### config.mk
export PLATFORM = sky130hd
export DESIGN_NAME = port_cfg
export DESIGN_NICKNAME = d
export VERILOG_FILES = /design/src/port_cfg_pkg.sv /design/src/port_cfg.sv
export SDC_FILE = /design/constraint.sdc
export NUM_CORES = 1
export LEC_CHECK = 0
export BUFFER_PORTS_ARGS = -buffer_cell sky130_fd_sc_hd__buf_2
export CAP_MARGIN = 10
export CORE_ASPECT_RATIO = 1.75
export CORE_MARGIN = 3
export CORE_UTILIZATION = 49
export DETAILED_ROUTE_END_ITERATION = 6
export PLACE_DENSITY = 0.78
export SYNTH_ARGS = -nofsm -noshare
export SYNTH_HDL_FRONTEND = slang
export SYNTH_SLANG_ARGS = --single-unit
### constraint.sdc
create_clock -name aclk -period 2 [get_ports aclk]
set_input_delay 0.5 -clock aclk [delete_from_list [all_inputs] [get_ports aclk]]
set_output_delay 0.5 -clock aclk [all_outputs]
set_load 0.01 [all_outputs]
### src/port_cfg_pkg.sv
// Constants for the port configuration and keypad wake block.
// Assumes a 20 MHz CPU clock and a 32-bit AXI4-Lite register bus.
package port_cfg_pkg;
    ////////////////////////////////////////////////////////////////////
    // Sizes
    localparam int NPINS = 36;
    localparam int ADDR_W = 12;
    localparam int NKEYS = 8;
    localparam int NPORTS = 5;
    ////////////////////////////////////////////////////////////////////
    // Register byte addresses
    localparam logic [11:0] LATCH_LO_OFF = 12'h000;
    localparam logic [11:0] LATCH_HI_OFF = 12'h004;
    localparam logic [11:0] MODE_A_LO_OFF = 12'h008;
    localparam logic [11:0] MODE_A_HI_OFF = 12'h00c;
    localparam logic [11:0] MODE_B_LO_OFF = 12'h010;
    localparam logic [11:0] MODE_B_HI_OFF = 12'h014;
    localparam logic [11:0] PIN_LO_OFF = 12'h018;
    localparam logic [11:0] PIN_HI_OFF = 12'h01c;
    localparam logic [11:0] THRESH_OFF = 12'h020;
    localparam logic [11:0] AUX_TWO_OFF = 12'h024;
    localparam logic [11:0] KEY_EN_OFF = 12'h028;
    localparam logic [11:0] AUX_ONE_INDEX = 12'h0a2;
    localparam logic [11:0] AUX_ONE_OFF = 12'(AUX_ONE_INDEX * 4);
    ////////////////////////////////////////////////////////////////////
    // Field positions
    localparam int KEY_FLAG_BIT = 7;
    localparam int T0_OE_BIT = 0;
    localparam int T1_OE_BIT = 1;
    localparam int CLKOUT_BIT = 2;
    localparam int KEY_IE_BIT = 3;
    ////////////////////////////////////////////////////////////////////
    // Pin modes, coded as {mode bit a, mode bit b}
    localparam logic [1:0] MODE_QUASI = 2'h0;
    localparam logic [1:0] MODE_PP = 2'h1;
    localparam logic [1:0] MODE_IN = 2'h2;
    localparam logic [1:0] MODE_OD = 2'h3;
    ////////////////////////////////////////////////////////////////////
    // Special pins, index = port * 8 + bit
    localparam int RST_PIN = 12;
    localparam int I2C_PIN_A = 13;
    localparam int I2C_PIN_B = 14;
    localparam int CLKOUT_PIN = 8;
    localparam int T0_PIN = 30;
    localparam int T1_PIN = 31;
    localparam int KEY_EDGE_LO = 1;
    localparam int KEY_EDGE_HI = 3;
    ////////////////////////////////////////////////////////////////////
    // Timing and reset values
    localparam int STRONG_CYCLES = 2;
    localparam int CLKOUT_DIV = 4;
    localparam logic [1:0] RESP_OKAY = 2'h0;
    localparam logic [1:0] RESP_SLVERR = 2'h2;
    localparam logic [31:0] ZERO_WORD = 32'h0000_0000;
endpackage : port_cfg_pkg

### src/port_cfg.sv
// I/O port mode, pull-up, threshold, alternate output and keypad logic.
// Assumes pins arrive asynchronously, timers and power inputs on aclk,
// and the reset-level and reset-pin straps stable while aresetn is low.
//
// What this block does
// RQ1: Two mode bits per pin pick quasi, push-pull, input or open drain.
// RQ2: Pin 1.4 is never driven; it is input or reset input.
// RQ3: After reset every configurable pin is quasi-bidirectional.
// RQ4: Reset loads all latches high or low from the reset-level strap.
// RQ5: Quasi mode enables very weak pull-up while latch holds one.
// RQ6: Quasi weak pull-up only while latch and sensed pin are one.
// RQ7: Quasi latch rising edge gives strong pull-up for two clocks.
// RQ8: Open drain has no pull-ups and drives low only for latch zero.
// RQ9: Push-pull drives the latch value strongly both ways.
// RQ10: Input-only mode turns the output driver fully off.
// RQ11: One threshold bit per port; one selects Schmitt, zero TTL.
// RQ12: Pin 1.4 always uses a Schmitt input; here schmitt_select is low during reset, up to the first aclk edge after it.
// RQ13: The two I2C pins are always open drain.
// RQ14: Enabled timer toggle outputs flip on each timer overflow.
// RQ15: Clock divided by four may leave on pin 1.0 for RC/external.
// RQ16: Eight key enables; any enabled triggered key sets the flag.
// RQ17: Flag set by hardware raises enabled irq; software clears it.
// RQ18: Keys 1 to 3 detect both edges; others detect low level.
// RQ19: A key event can wake the CPU from idle and power down.
// RQ20: Key flag is bit 7 of aux control one at index a2.
// RQ21: Keys are synchronised first so one event sets flag once.
//
// Added by the designer: the address map and register access over AXI4-Lite.
`timescale 1ns/1ps
module port_cfg (
    // Clock and reset
    input wire logic aclk,
    input wire logic aresetn,
    // AXI4-Lite write address and data
    input wire logic [port_cfg_pkg::ADDR_W-1:0] awaddr,
    input wire logic awvalid,
    output logic awready,
    input wire logic [31:0] wdata,
    input wire logic [3:0] wstrb,
    input wire logic wvalid,
    output logic wready,
    // AXI4-Lite write response
    output logic [1:0] bresp,
    output logic bvalid,
    input wire logic bready,
    // AXI4-Lite read
    input wire logic [port_cfg_pkg::ADDR_W-1:0] araddr,
    input wire logic arvalid,
    output logic arready,
    output logic [31:0] rdata,
    output logic [1:0] rresp,
    output logic rvalid,
    input wire logic rready,
    // Port pins
    input wire logic [port_cfg_pkg::NPINS-1:0] pin_in,
    output logic [port_cfg_pkg::NPINS-1:0] pin_out,
    output logic [port_cfg_pkg::NPINS-1:0] pin_oe,
    output logic [port_cfg_pkg::NPINS-1:0] very_weak_pullup,
    output logic [port_cfg_pkg::NPINS-1:0] weak_pullup,
    output logic [port_cfg_pkg::NPINS-1:0] schmitt_select,
    // Nonvolatile configuration straps
    input wire logic reset_level_select,
    input wire logic reset_pin_disable,
    input wire logic clk_src_rc_or_ext,
    // Timers and power state
    input wire logic timer0_overflow,
    input wire logic timer1_overflow,
    input wire logic idle_mode,
    input wire logic power_down,
    // Results
    output logic keypad_irq,
    output logic wake_request,
    output logic pin_reset_request
);
    import port_cfg_pkg::*;

    ////////////////////////////////////////////////////////////////////
    // Storage
    logic [NPINS-1:0] latch, mode_a, mode_b;
    logic [NPINS-1:0] sync_a, sync_b, q1, q2, data;
    logic [1:0] em [NPINS];
    logic [NPORTS-1:0] thresh;
    logic [3:0] aux_control_two;
    logic [NKEYS-1:0] keypad_pin_enables, kb_prev, hits;
    logic keypad_irq_flag, rpd_caught;
    logic t0_tog, t1_tog, div_cnt, clk_div_q, clkout_on;
    logic aw_held, w_held, wr_fire, key_any;
    logic [ADDR_W-1:0] wr_addr;
    logic [31:0] wr_data, rd_word;
    logic [3:0] wr_strb;
    logic [NPINS-1:0] next_oe, next_out, next_vw, next_weak;

    // Mode of a pin after fixed-function overrides
    function automatic logic [1:0] pin_mode(input int i,
                                            input logic a,
                                            input logic b);
        if (i == RST_PIN)
            return MODE_IN; // [RQ2]
        if (i == I2C_PIN_A || i == I2C_PIN_B)
            return MODE_OD; // [RQ13]
        return {a, b}; // [RQ1]
    endfunction : pin_mode

    // Byte-lane merge for partial writes
    function automatic logic [31:0] merge(input logic [31:0] old,
                                          input logic [31:0] nw,
                                          input logic [3:0] strb);
        logic [31:0] r;
        r = old;
        for (int k = 0; k < 4; k++) begin
            if (strb[k])
                r[k*8 +: 8] = nw[k*8 +: 8];
        end
        return r;
    endfunction : merge

    // Decoded address check shared by reads and writes
    function automatic logic addr_ok(input logic [ADDR_W-1:0] a);
        case (a)
            LATCH_LO_OFF, LATCH_HI_OFF, MODE_A_LO_OFF, MODE_A_HI_OFF,
            MODE_B_LO_OFF, MODE_B_HI_OFF, PIN_LO_OFF, PIN_HI_OFF,
            THRESH_OFF, AUX_TWO_OFF, KEY_EN_OFF, AUX_ONE_OFF:
                return 1'b1;
            default:
                return 1'b0;
        endcase
    endfunction : addr_ok

    ////////////////////////////////////////////////////////////////////
    // AXI write channel: one write in flight, address and data any order
    assign wr_fire = aw_held && w_held && !bvalid;

    always_ff @(posedge aclk) begin
        if (!aresetn) begin
            aw_held <= 1'b0;
            w_held <= 1'b0;
            awready <= 1'b1;
            wready <= 1'b1;
            bvalid <= 1'b0;
            bresp <= RESP_OKAY;
            wr_addr <= '0;
            wr_data <= ZERO_WORD;
            wr_strb <= 4'h0;
        end else begin
            if (awvalid && awready) begin
                wr_addr <= awaddr;
                aw_held <= 1'b1;
                awready <= 1'b0;
            end
            if (wvalid && wready) begin
                wr_data <= wdata;
                wr_strb <= wstrb;
                w_held <= 1'b1;
                wready <= 1'b0;
            end
            if (wr_fire) begin
                bvalid <= 1'b1;
                bresp <= addr_ok(wr_addr) ? RESP_OKAY : RESP_SLVERR;
                aw_held <= 1'b0;
                w_held <= 1'b0;
            end
            if (bvalid && bready) begin
                bvalid <= 1'b0;
                awready <= 1'b1;
                wready <= 1'b1;
            end
        end
    end

    // Latches: reset level from the strap, then software writes
    always_ff @(posedge aclk) begin
        if (!aresetn) begin
            latch <= {NPINS{reset_level_select}}; // [RQ4]
        end else if (wr_fire && wr_addr == LATCH_LO_OFF) begin
            latch[31:0] <= merge(latch[31:0], wr_data, wr_strb);
        end else if (wr_fire && wr_addr == LATCH_HI_OFF && wr_strb[0]) begin
            latch[35:32] <= wr_data[3:0];
        end
    end

    // Mode bits: all quasi-bidirectional after reset
    always_ff @(posedge aclk) begin
        if (!aresetn) begin
            mode_a <= '0; // [RQ3]
            mode_b <= '0;
        end else if (wr_fire) begin
            case (wr_addr)
                MODE_A_LO_OFF:
                    mode_a[31:0] <= merge(mode_a[31:0], wr_data, wr_strb);
                MODE_A_HI_OFF:
                    if (wr_strb[0])
                        mode_a[35:32] <= wr_data[3:0];
                MODE_B_LO_OFF:
                    mode_b[31:0] <= merge(mode_b[31:0], wr_data, wr_strb);
                MODE_B_HI_OFF:
                    if (wr_strb[0])
                        mode_b[35:32] <= wr_data[3:0];
                default: ;
            endcase
        end
    end

    // Threshold, alternate output and key enable controls
    always_ff @(posedge aclk) begin
        if (!aresetn) begin
            thresh <= '0;
            aux_control_two <= 4'h0;
            keypad_pin_enables <= 8'h00;
        end else if (wr_fire && wr_strb[0]) begin
            case (wr_addr)
                THRESH_OFF: thresh <= wr_data[NPORTS-1:0]; // [RQ11]
                AUX_TWO_OFF: aux_control_two <= wr_data[3:0];
                KEY_EN_OFF: keypad_pin_enables <= wr_data[7:0]; // [RQ16]
                default: ;
            endcase
        end
    end

    ////////////////////////////////////////////////////////////////////
    // AXI read channel: answer one cycle after the address is taken
    always_comb begin
        case (araddr)
            LATCH_LO_OFF: rd_word = latch[31:0];
            LATCH_HI_OFF: rd_word = {28'h0, latch[35:32]};
            MODE_A_LO_OFF: rd_word = mode_a[31:0];
            MODE_A_HI_OFF: rd_word = {28'h0, mode_a[35:32]};
            MODE_B_LO_OFF: rd_word = mode_b[31:0];
            MODE_B_HI_OFF: rd_word = {28'h0, mode_b[35:32]};
            PIN_LO_OFF: rd_word = sync_b[31:0];
            PIN_HI_OFF: rd_word = {28'h0, sync_b[35:32]};
            THRESH_OFF: rd_word = {27'h0, thresh};
            AUX_TWO_OFF: rd_word = {28'h0, aux_control_two};
            KEY_EN_OFF: rd_word = {24'h0, keypad_pin_enables};
            AUX_ONE_OFF: rd_word = {24'h0, keypad_irq_flag, 7'h0}; // [RQ20]
            default: rd_word = ZERO_WORD;
        endcase
    end

    always_ff @(posedge aclk) begin
        if (!aresetn) begin
            arready <= 1'b1;
            rvalid <= 1'b0;
            rdata <= ZERO_WORD;
            rresp <= RESP_OKAY;
        end else if (arvalid && arready) begin
            arready <= 1'b0;
            rvalid <= 1'b1;
            rdata <= rd_word;
            rresp <= addr_ok(araddr) ? RESP_OKAY : RESP_SLVERR;
        end else if (rvalid && rready) begin
            rvalid <= 1'b0;
            arready <= 1'b1;
        end
    end

    ////////////////////////////////////////////////////////////////////
    // Pin synchronisers; only sync_b is read by logic
    always_ff @(posedge aclk) begin
        if (!aresetn) begin
            sync_a <= '0;
            sync_b <= '0;
        end else begin
            sync_a <= pin_in;
            sync_b <= sync_a;
        end
    end

    // Reset-pin strap caught while reset is held
    always_ff @(posedge aclk) begin
        if (!aresetn)
            rpd_caught <= reset_pin_disable;
    end

    // Pin 1.4 low requests a reset when it serves as reset input
    always_ff @(posedge aclk) begin
        if (!aresetn)
            pin_reset_request <= 1'b0;
        else
            pin_reset_request <= !rpd_caught && !sync_b[RST_PIN]; // [RQ2]
    end

    ////////////////////////////////////////////////////////////////////
    // Timer toggles and divide-by-four clock output
    always_ff @(posedge aclk) begin
        if (!aresetn) begin
            t0_tog <= 1'b0;
            t1_tog <= 1'b0;
        end else begin
            if (timer0_overflow)
                t0_tog <= !t0_tog; // [RQ14]
            if (timer1_overflow)
                t1_tog <= !t1_tog; // [RQ14]
        end
    end

    // div_cnt is the half-rate enable pulse; the output flips on it
    always_ff @(posedge aclk) begin
        if (!aresetn) begin
            div_cnt <= 1'b0;
            clk_div_q <= 1'b0;
        end else begin
            div_cnt <= !div_cnt;
            if (div_cnt)
                clk_div_q <= !clk_div_q; // [RQ15]
        end
    end

    assign clkout_on = aux_control_two[CLKOUT_BIT] && clk_src_rc_or_ext;

    // Pin data and mode after alternate functions take their pins
    always_comb begin
        data = latch;
        for (int i = 0; i < NPINS; i++)
            em[i] = pin_mode(i, mode_a[i], mode_b[i]);
        if (aux_control_two[T0_OE_BIT]) begin
            data[T0_PIN] = t0_tog; // [RQ14]
            em[T0_PIN] = MODE_PP;
        end
        if (aux_control_two[T1_OE_BIT]) begin
            data[T1_PIN] = t1_tog; // [RQ14]
            em[T1_PIN] = MODE_PP;
        end
        if (clkout_on) begin
            data[CLKOUT_PIN] = clk_div_q; // [RQ15]
            em[CLKOUT_PIN] = MODE_PP;
        end
    end

    // History of pin data for the strong pull-up pulse
    always_ff @(posedge aclk) begin
        if (!aresetn) begin
            q1 <= {NPINS{reset_level_select}};
            q2 <= {NPINS{reset_level_select}};
        end else begin
            q1 <= data;
            q2 <= q1;
        end
    end

    // Driver decode per pin and mode
    always_comb begin
        next_oe = '0;
        next_out = '0;
        next_vw = '0;
        next_weak = '0;
        for (int i = 0; i < NPINS; i++) begin
            case (em[i])
                MODE_QUASI: begin
                    next_out[i] = data[i];
                    next_oe[i] = !data[i] || !q1[i] || !q2[i]; // [RQ7]
                    next_vw[i] = data[i]; // [RQ5]
                    next_weak[i] = data[i] && sync_b[i]; // [RQ6]
                end
                MODE_PP: begin
                    next_out[i] = data[i]; // [RQ9]
                    next_oe[i] = 1'b1;
                end
                MODE_OD: begin
                    next_oe[i] = !data[i]; // [RQ8]
                end
                default: ; // [RQ10]
            endcase
        end
    end

    // Registered pad controls and input thresholds
    always_ff @(posedge aclk) begin
        if (!aresetn) begin
            pin_out <= '0;
            pin_oe <= '0;
            very_weak_pullup <= '0;
            weak_pullup <= '0;
            schmitt_select <= '0;
        end else begin
            pin_out <= next_out;
            pin_oe <= next_oe;
            very_weak_pullup <= next_vw;
            weak_pullup <= next_weak;
            for (int i = 0; i < NPINS; i++)
                schmitt_select[i] <= thresh[i/8] || i == RST_PIN; // [RQ12]
        end
    end

    ////////////////////////////////////////////////////////////////////
    // Keypad detection on synchronised port 0
    always_comb begin
        for (int i = 0; i < NKEYS; i++) begin
            if (i >= KEY_EDGE_LO && i <= KEY_EDGE_HI)
                hits[i] = sync_b[i] ^ kb_prev[i]; // [RQ18] [RQ21]
            else
                hits[i] = !sync_b[i]; // [RQ18]
        end
        hits = hits & keypad_pin_enables; // [RQ16]
    end

    assign key_any = |hits;

    always_ff @(posedge aclk) begin
        if (!aresetn)
            kb_prev <= 8'hff;
        else
            kb_prev <= sync_b[NKEYS-1:0];
    end

    // Sticky flag: a key event wins over a software clear
    always_ff @(posedge aclk) begin
        if (!aresetn)
            keypad_irq_flag <= 1'b0;
        else if (key_any)
            keypad_irq_flag <= 1'b1; // [RQ17]
        else if (wr_fire && wr_addr == AUX_ONE_OFF && wr_strb[0]
                 && !wr_data[KEY_FLAG_BIT])
            keypad_irq_flag <= 1'b0; // [RQ17]
    end

    // Interrupt request and wake from idle or power down
    always_ff @(posedge aclk) begin
        if (!aresetn) begin
            keypad_irq <= 1'b0;
            wake_request <= 1'b0;
        end else begin
            keypad_irq <= keypad_irq_flag && aux_control_two[KEY_IE_BIT];
            wake_request <= key_any && (idle_mode || power_down); // [RQ19]
        end
    end
endmodule : port_cfg

; Yosys cells after proc, flatten, opt, wreduce, memory -nomap -nowiden
; Index checks and enable logic that the tools add are counted.
; Widths: inputs -> output; s select.
[word_totals]
mem_bits_rw = 0
ff_bits = 550
mem_count = 0
wordCells = 707
output_inout_bits = 224
latch_bits = 0
input_bits = 110
mem_bits_ro = 0
[op_classes]
n_mux = 65
n_mul = 0
order_cmp = 0
n_addsub = 0
eq_ne = 95
bitwise = 5
shifts = 0
reduce_logical = 391
div = 0
[ops]
columns = op, n
row1 = $pmux 32 s12, 1
row2 = $reduce_and 2->1, 74
row3 = $logic_not 1->1, 114
row4 = $mux 36, 3
row5 = $pmux 1 s3, 33
row6 = $eq 12x5->1 const B, 8
row7 = $eq 12x6->1 const B, 6
row8 = $reduce_or 2->1, 35
row9 = $logic_or 1x1->1, 67
row10 = $eq 2x1->1 const B, 33
row11 = $eq 2x2->1 const B, 33
row12 = $logic_not 2->1, 33
row13 = $logic_and 1x1->1, 51
row14 = $eq 12x4->1 const B, 4
row15 = $mux 32, 1
row16 = $mux 8, 4
row17 = $reduce_and 3->1, 10
row18 = $eq 12x10->1 const B, 2
row19 = $eq 12x3->1 const B, 2
row20 = $logic_not 12->1, 2
row21 = $reduce_or 12->1, 2
row22 = $mux 1, 15
row23 = $mux 13, 1
row24 = $ne 2x1->1 const B, 6
row25 = other kinds (8), 16

; Logic depth before layout (Yosys ltp)
[depth]
ltp_word = 7
mapped_depth = 7
mapped_depth_nobuf = 5

; Worst setup path after synthesis
; OpenSTA, ideal clock, no wires.
[synth_path]
path_type = reg-to-reg
start = register wr_addr[6]
end = register latch[32], enable pin
t_arrival_ns = 1.893
synth_period_minus_slack_ns = 2.266
t_required_ns = 1.627
slack_ns = -0.266
setup_ns = 0.373
path_buffers = 1
stages_incl_launch_ff = 6
cell_sequence = dfxtp_1 > nor4_4 > nand3_1 > buf_6 > or4b_4 > o31ai_1
[synth_between]
elab_chain_len = 5
elab_cells_between_ends = 8
cone_classes = eq/ne (3) / reduce/logical (5)
[synth_rtl]
columns = item, line_no
row1 = start: declaration, port_cfg.sv:88  ; logic [ADDR_W-1:0] wr_addr;
row2 = start signal: assignment, port_cfg.sv:146  ; wr_addr <= awaddr;
row3 = $eq 12x3->1, port_cfg.sv:176  ; end else if (wr_fire && wr_addr == LATCH_HI_OFF && wr_strb[0]) begin
row4 = $logic_and 1x1->1 (2 in series), port_cfg.sv:176
row5 = $ne 2x1->1 (no source line), n/a
row6 = $reduce_and 2->1 (no source line) (*), n/a
row7 = end signal: assignment, port_cfg.sv:173  ; latch <= {NPINS{reset_level_select}};
row8 = end signal: assignment, port_cfg.sv:177  ; latch[35:32] <= wr_data[3:0];
row9 = end: declaration, port_cfg.sv:79  ; logic [NPINS-1:0] latch, mode_a, mode_b;
; Mark *: on every way between the ends. The rest lies on a longest branch, timed or not.
; A chain may end at the register's enable or synchronous reset.

; Worst setup path in the final report
[layout_path]
start = register wr_addr[11]
end = register latch[34], enable pin
; The elaborated chain is that of the path after synthesis.

==> impl_results.md <==
* Status: complete, but fails checks
* Failing checks: negative setup slack
* CTS Hold Bufs at 0
* Final core utilization at 0.615
* Yosys cell types at 64
* Worst slew pin tran at 1.00 ns
* Syn_area_per_cell at just under 10 sq um
* Post-route ant nets at 0
* Max FO, Critical Path at 5
* Total number of vias at 14600
* Dominant cells by area after synthesis: dfxtp_1, nand2_1, edfxtp_1
* Post-layout min period at 2.05 ns
* CP arrival at 2.27 ns
* Design area at ~0.022 sq mm
* Final setup margin at -0.0493 ns
* Pins Over Slew Limit at 0
* Worst path required time at approximately 2.2 ns
* Vias in the first global route at 14400
* Starting Density at 0.497
* Unrepaired setup endpoints after global routing: yes
* Overall Power at approximately 21 mW
* Startpoint types: flip-flop
* Most frequent cells in the layout: dfxtp_1, nand2_1, buf_2
* GP Congestion at 0.945
* Detailed Routing Iterations Pass 1 at 6
* Post-synth top flop: dfxtp_1
* EDFF count, synth at 37
* Crit end category: flip-flop
* DR vias/cell at 5.48
* Num ports at 334
* H-tree depth at 2
* Endpoints failing setup at 15
* VDD IR-drop max at ~0.74 mV
* CTS Root Cell: clkbuf_16
* Num CTS Buffers at 44
* HPWL Detailed at 37.3 mm
* Total Wirelength at 52.1 mm
* Post-DR wirelength/cell at 19.6 um
* Layout Nets at between 2000 and 2500
* Non-Filler Instances at 2658
* Highest Clock Rate at a little under 0.5 GHz
* Mapped Cells at around 1800
* Mapped Area at 0.0176 sq mm
* Area Growth Syn to Fin at 23.6%
* DRC viols at 0
* Die height at 257 um
* CTS max path bufs at 3
* Layout cells sized above 1 at 0.251
* Power per cell area at 954 mW/mm^2
* Final period util at 1.02
* Placed cells at 2574
* Synth warn at 0
* DIE AREA at 0.0383 sq mm
* Max_slew headroom at 0.329
* Leak Pwr at 9.55 nW
* Clk slew on worst S/H paths at around 0.070 ns
* Min-Delay Path Class: in2reg
* GR Overflow Total at 0
* Largest net degree at the start of global routing at 79
* Area leader, netlist: dfxtp_1
* Initial DRC Count at approximately 1200
* Placeable Area at 0.0354 sq mm
* I/O Buffers at 321
* Clk_lat worst skew at 0.55 ns
* CP Class: reg2reg
* Setup Skew at between 0.01 and 0.015 ns
* Max-Cap Viols at 0
* Global-route wire length before repair at around 80 mm
* Top cell type's share of synthesized area at 0.531
* Final hold slack at approximately 0.14 ns
* Layout fillers at 2909
* Commonest non-fill, non-tap cell in the layout: dfxtp_1
* Post-synth ARST share at 0
* Post-synthesis sequential area ratio at 0.594
* Clock sink count at 504
* Chip width at 149 um
* FF+latch count, synth at around 500
* Total track usage at 0.262
* CTS tree: yes
* DP Area at 0.0203 sq mm
* Antenna violations before repair at 2
* Final hold violations at 0
* Cell Rows at 91
-- cell usage after synthesis (all sizes together), types with 34 or more instances --
| cell | count |
|---|---|
| a31oi | 38 |
| o21ai | 65 |
| a22oi | 50 |
| nand2 | 369 |
| clkbuf | 72 |
| edfxtp | 37 |
| nor3 | 37 |
| nor2 | 145 |
| and2 | 109 |
| a21oi | 101 |
| buf | 71 |
| a211oi | 34 |
| dfxtp | 467 |
| mux2i | 55 |
-- critical path, stage by stage (launching register included) --
cell and delay (ns):
dfxtp_2 0.34, nor4_4 0.34, nand3_2 0.17, or4b_4 0.54, o31ai_4 0.32
-- metrics by stage --
stage / setup WS (ns) / setup TNS (ns)
6_report: -0.0493 / -0.438
3_5_place_dp: -0.225 / -6.72
3_3_place_gp: -0.209 / -4.80
2_1_floorplan: -0.119 / -4.06
4_1_cts: -0.0524 / -0.361
5_1_grt: -0.130 / -2.91
-- final cells by class --
type	count	area (sq um)	share of cell area
Clock inverter	22	189	0.00868
Clock buffer	59	1240	0.0570
Tap cell	465	582	0.0267
Inverter	8	35.0	0.00161
Timing Repair Buffer	438	2740	0.126
Multi-Input combinational cell	1160	6510	0.299
Antenna cell	2	5.00	0.000230
Sequential cell	504	10500	0.481
-- final timing paths --
path | startpoint | end | slack, ns | cells past startpoint
worst max-delay path | wr_addr[11]$_SDFFE_PN0P_ | latch[34]$_DFFE_PP_ | -0.05 | 4
worst min-delay path | reset_pin_disable | rpd_caught$_DFFE_PN_ | 0.14 | 1
worst max register to register | wr_addr[11]$_SDFFE_PN0P_ | latch[34]$_DFFE_PP_ | -0.05 | 4
worst min register to register | rpd_caught$_DFFE_PN_ | pin_reset_request$_SDFF_PN0_ | 0.41 | 1
-- sequential cells by signal (all words and copies together), names as in the netlist, 3 cells and up --
name / count
sync_b: 36
very_weak_pullup: 33
q1: 33
wr_strb: 4
weak_pullup: 33
aux_control_two: 4
kb_prev: 3
schmitt_select: 6
q2: 33
keypad_pin_enables: 8
pin_out: 33
pin_oe: 35
latch: 36
wr_addr: 12
rdata: 32
thresh: 5
mode_a: 36
sync_a: 36
mode_b: 36
wr_data: 32
-- what timing repair did --
action,4_1_cts,5_1_grt
setup buffers,0,1
endpoints found under the hold margin,0,0
resized for setup,1,9
pin swaps,3,8
setup endpoints to repair,37,76
-- logic make-up after synthesis --
logic type,Yosys count,share of synthesized area
DFF,504,0.594
and+or+nand+nor,734,0.196
other,1,0.000213
buffers and inverters,151,0.0440
xor gates and xnor gates,6,0.00298
muxes,59,0.0351
AOI/OAI and AO/OA,349,0.128
-- where the power goes --
group / switching, mW / total (mW) / leakage (nW) / internal [mW]
sequential: 0.275 / 10.9 / 4.22 / 10.6
combinational: 0.861 / 1.42 / 4.62 / 0.557
clock: 3.76 / 8.43 / 0.707 / 4.67
-- layer usage --
layer / wire (um) / global-route usage
met4: 3460 / 0.160
met2: 27200 / 0.472
met5: 0 / 0
met3: 2960 / 0.0387
met1: 18500 / 0.283
Note: power is estimated with default switching activity, not from simulation.
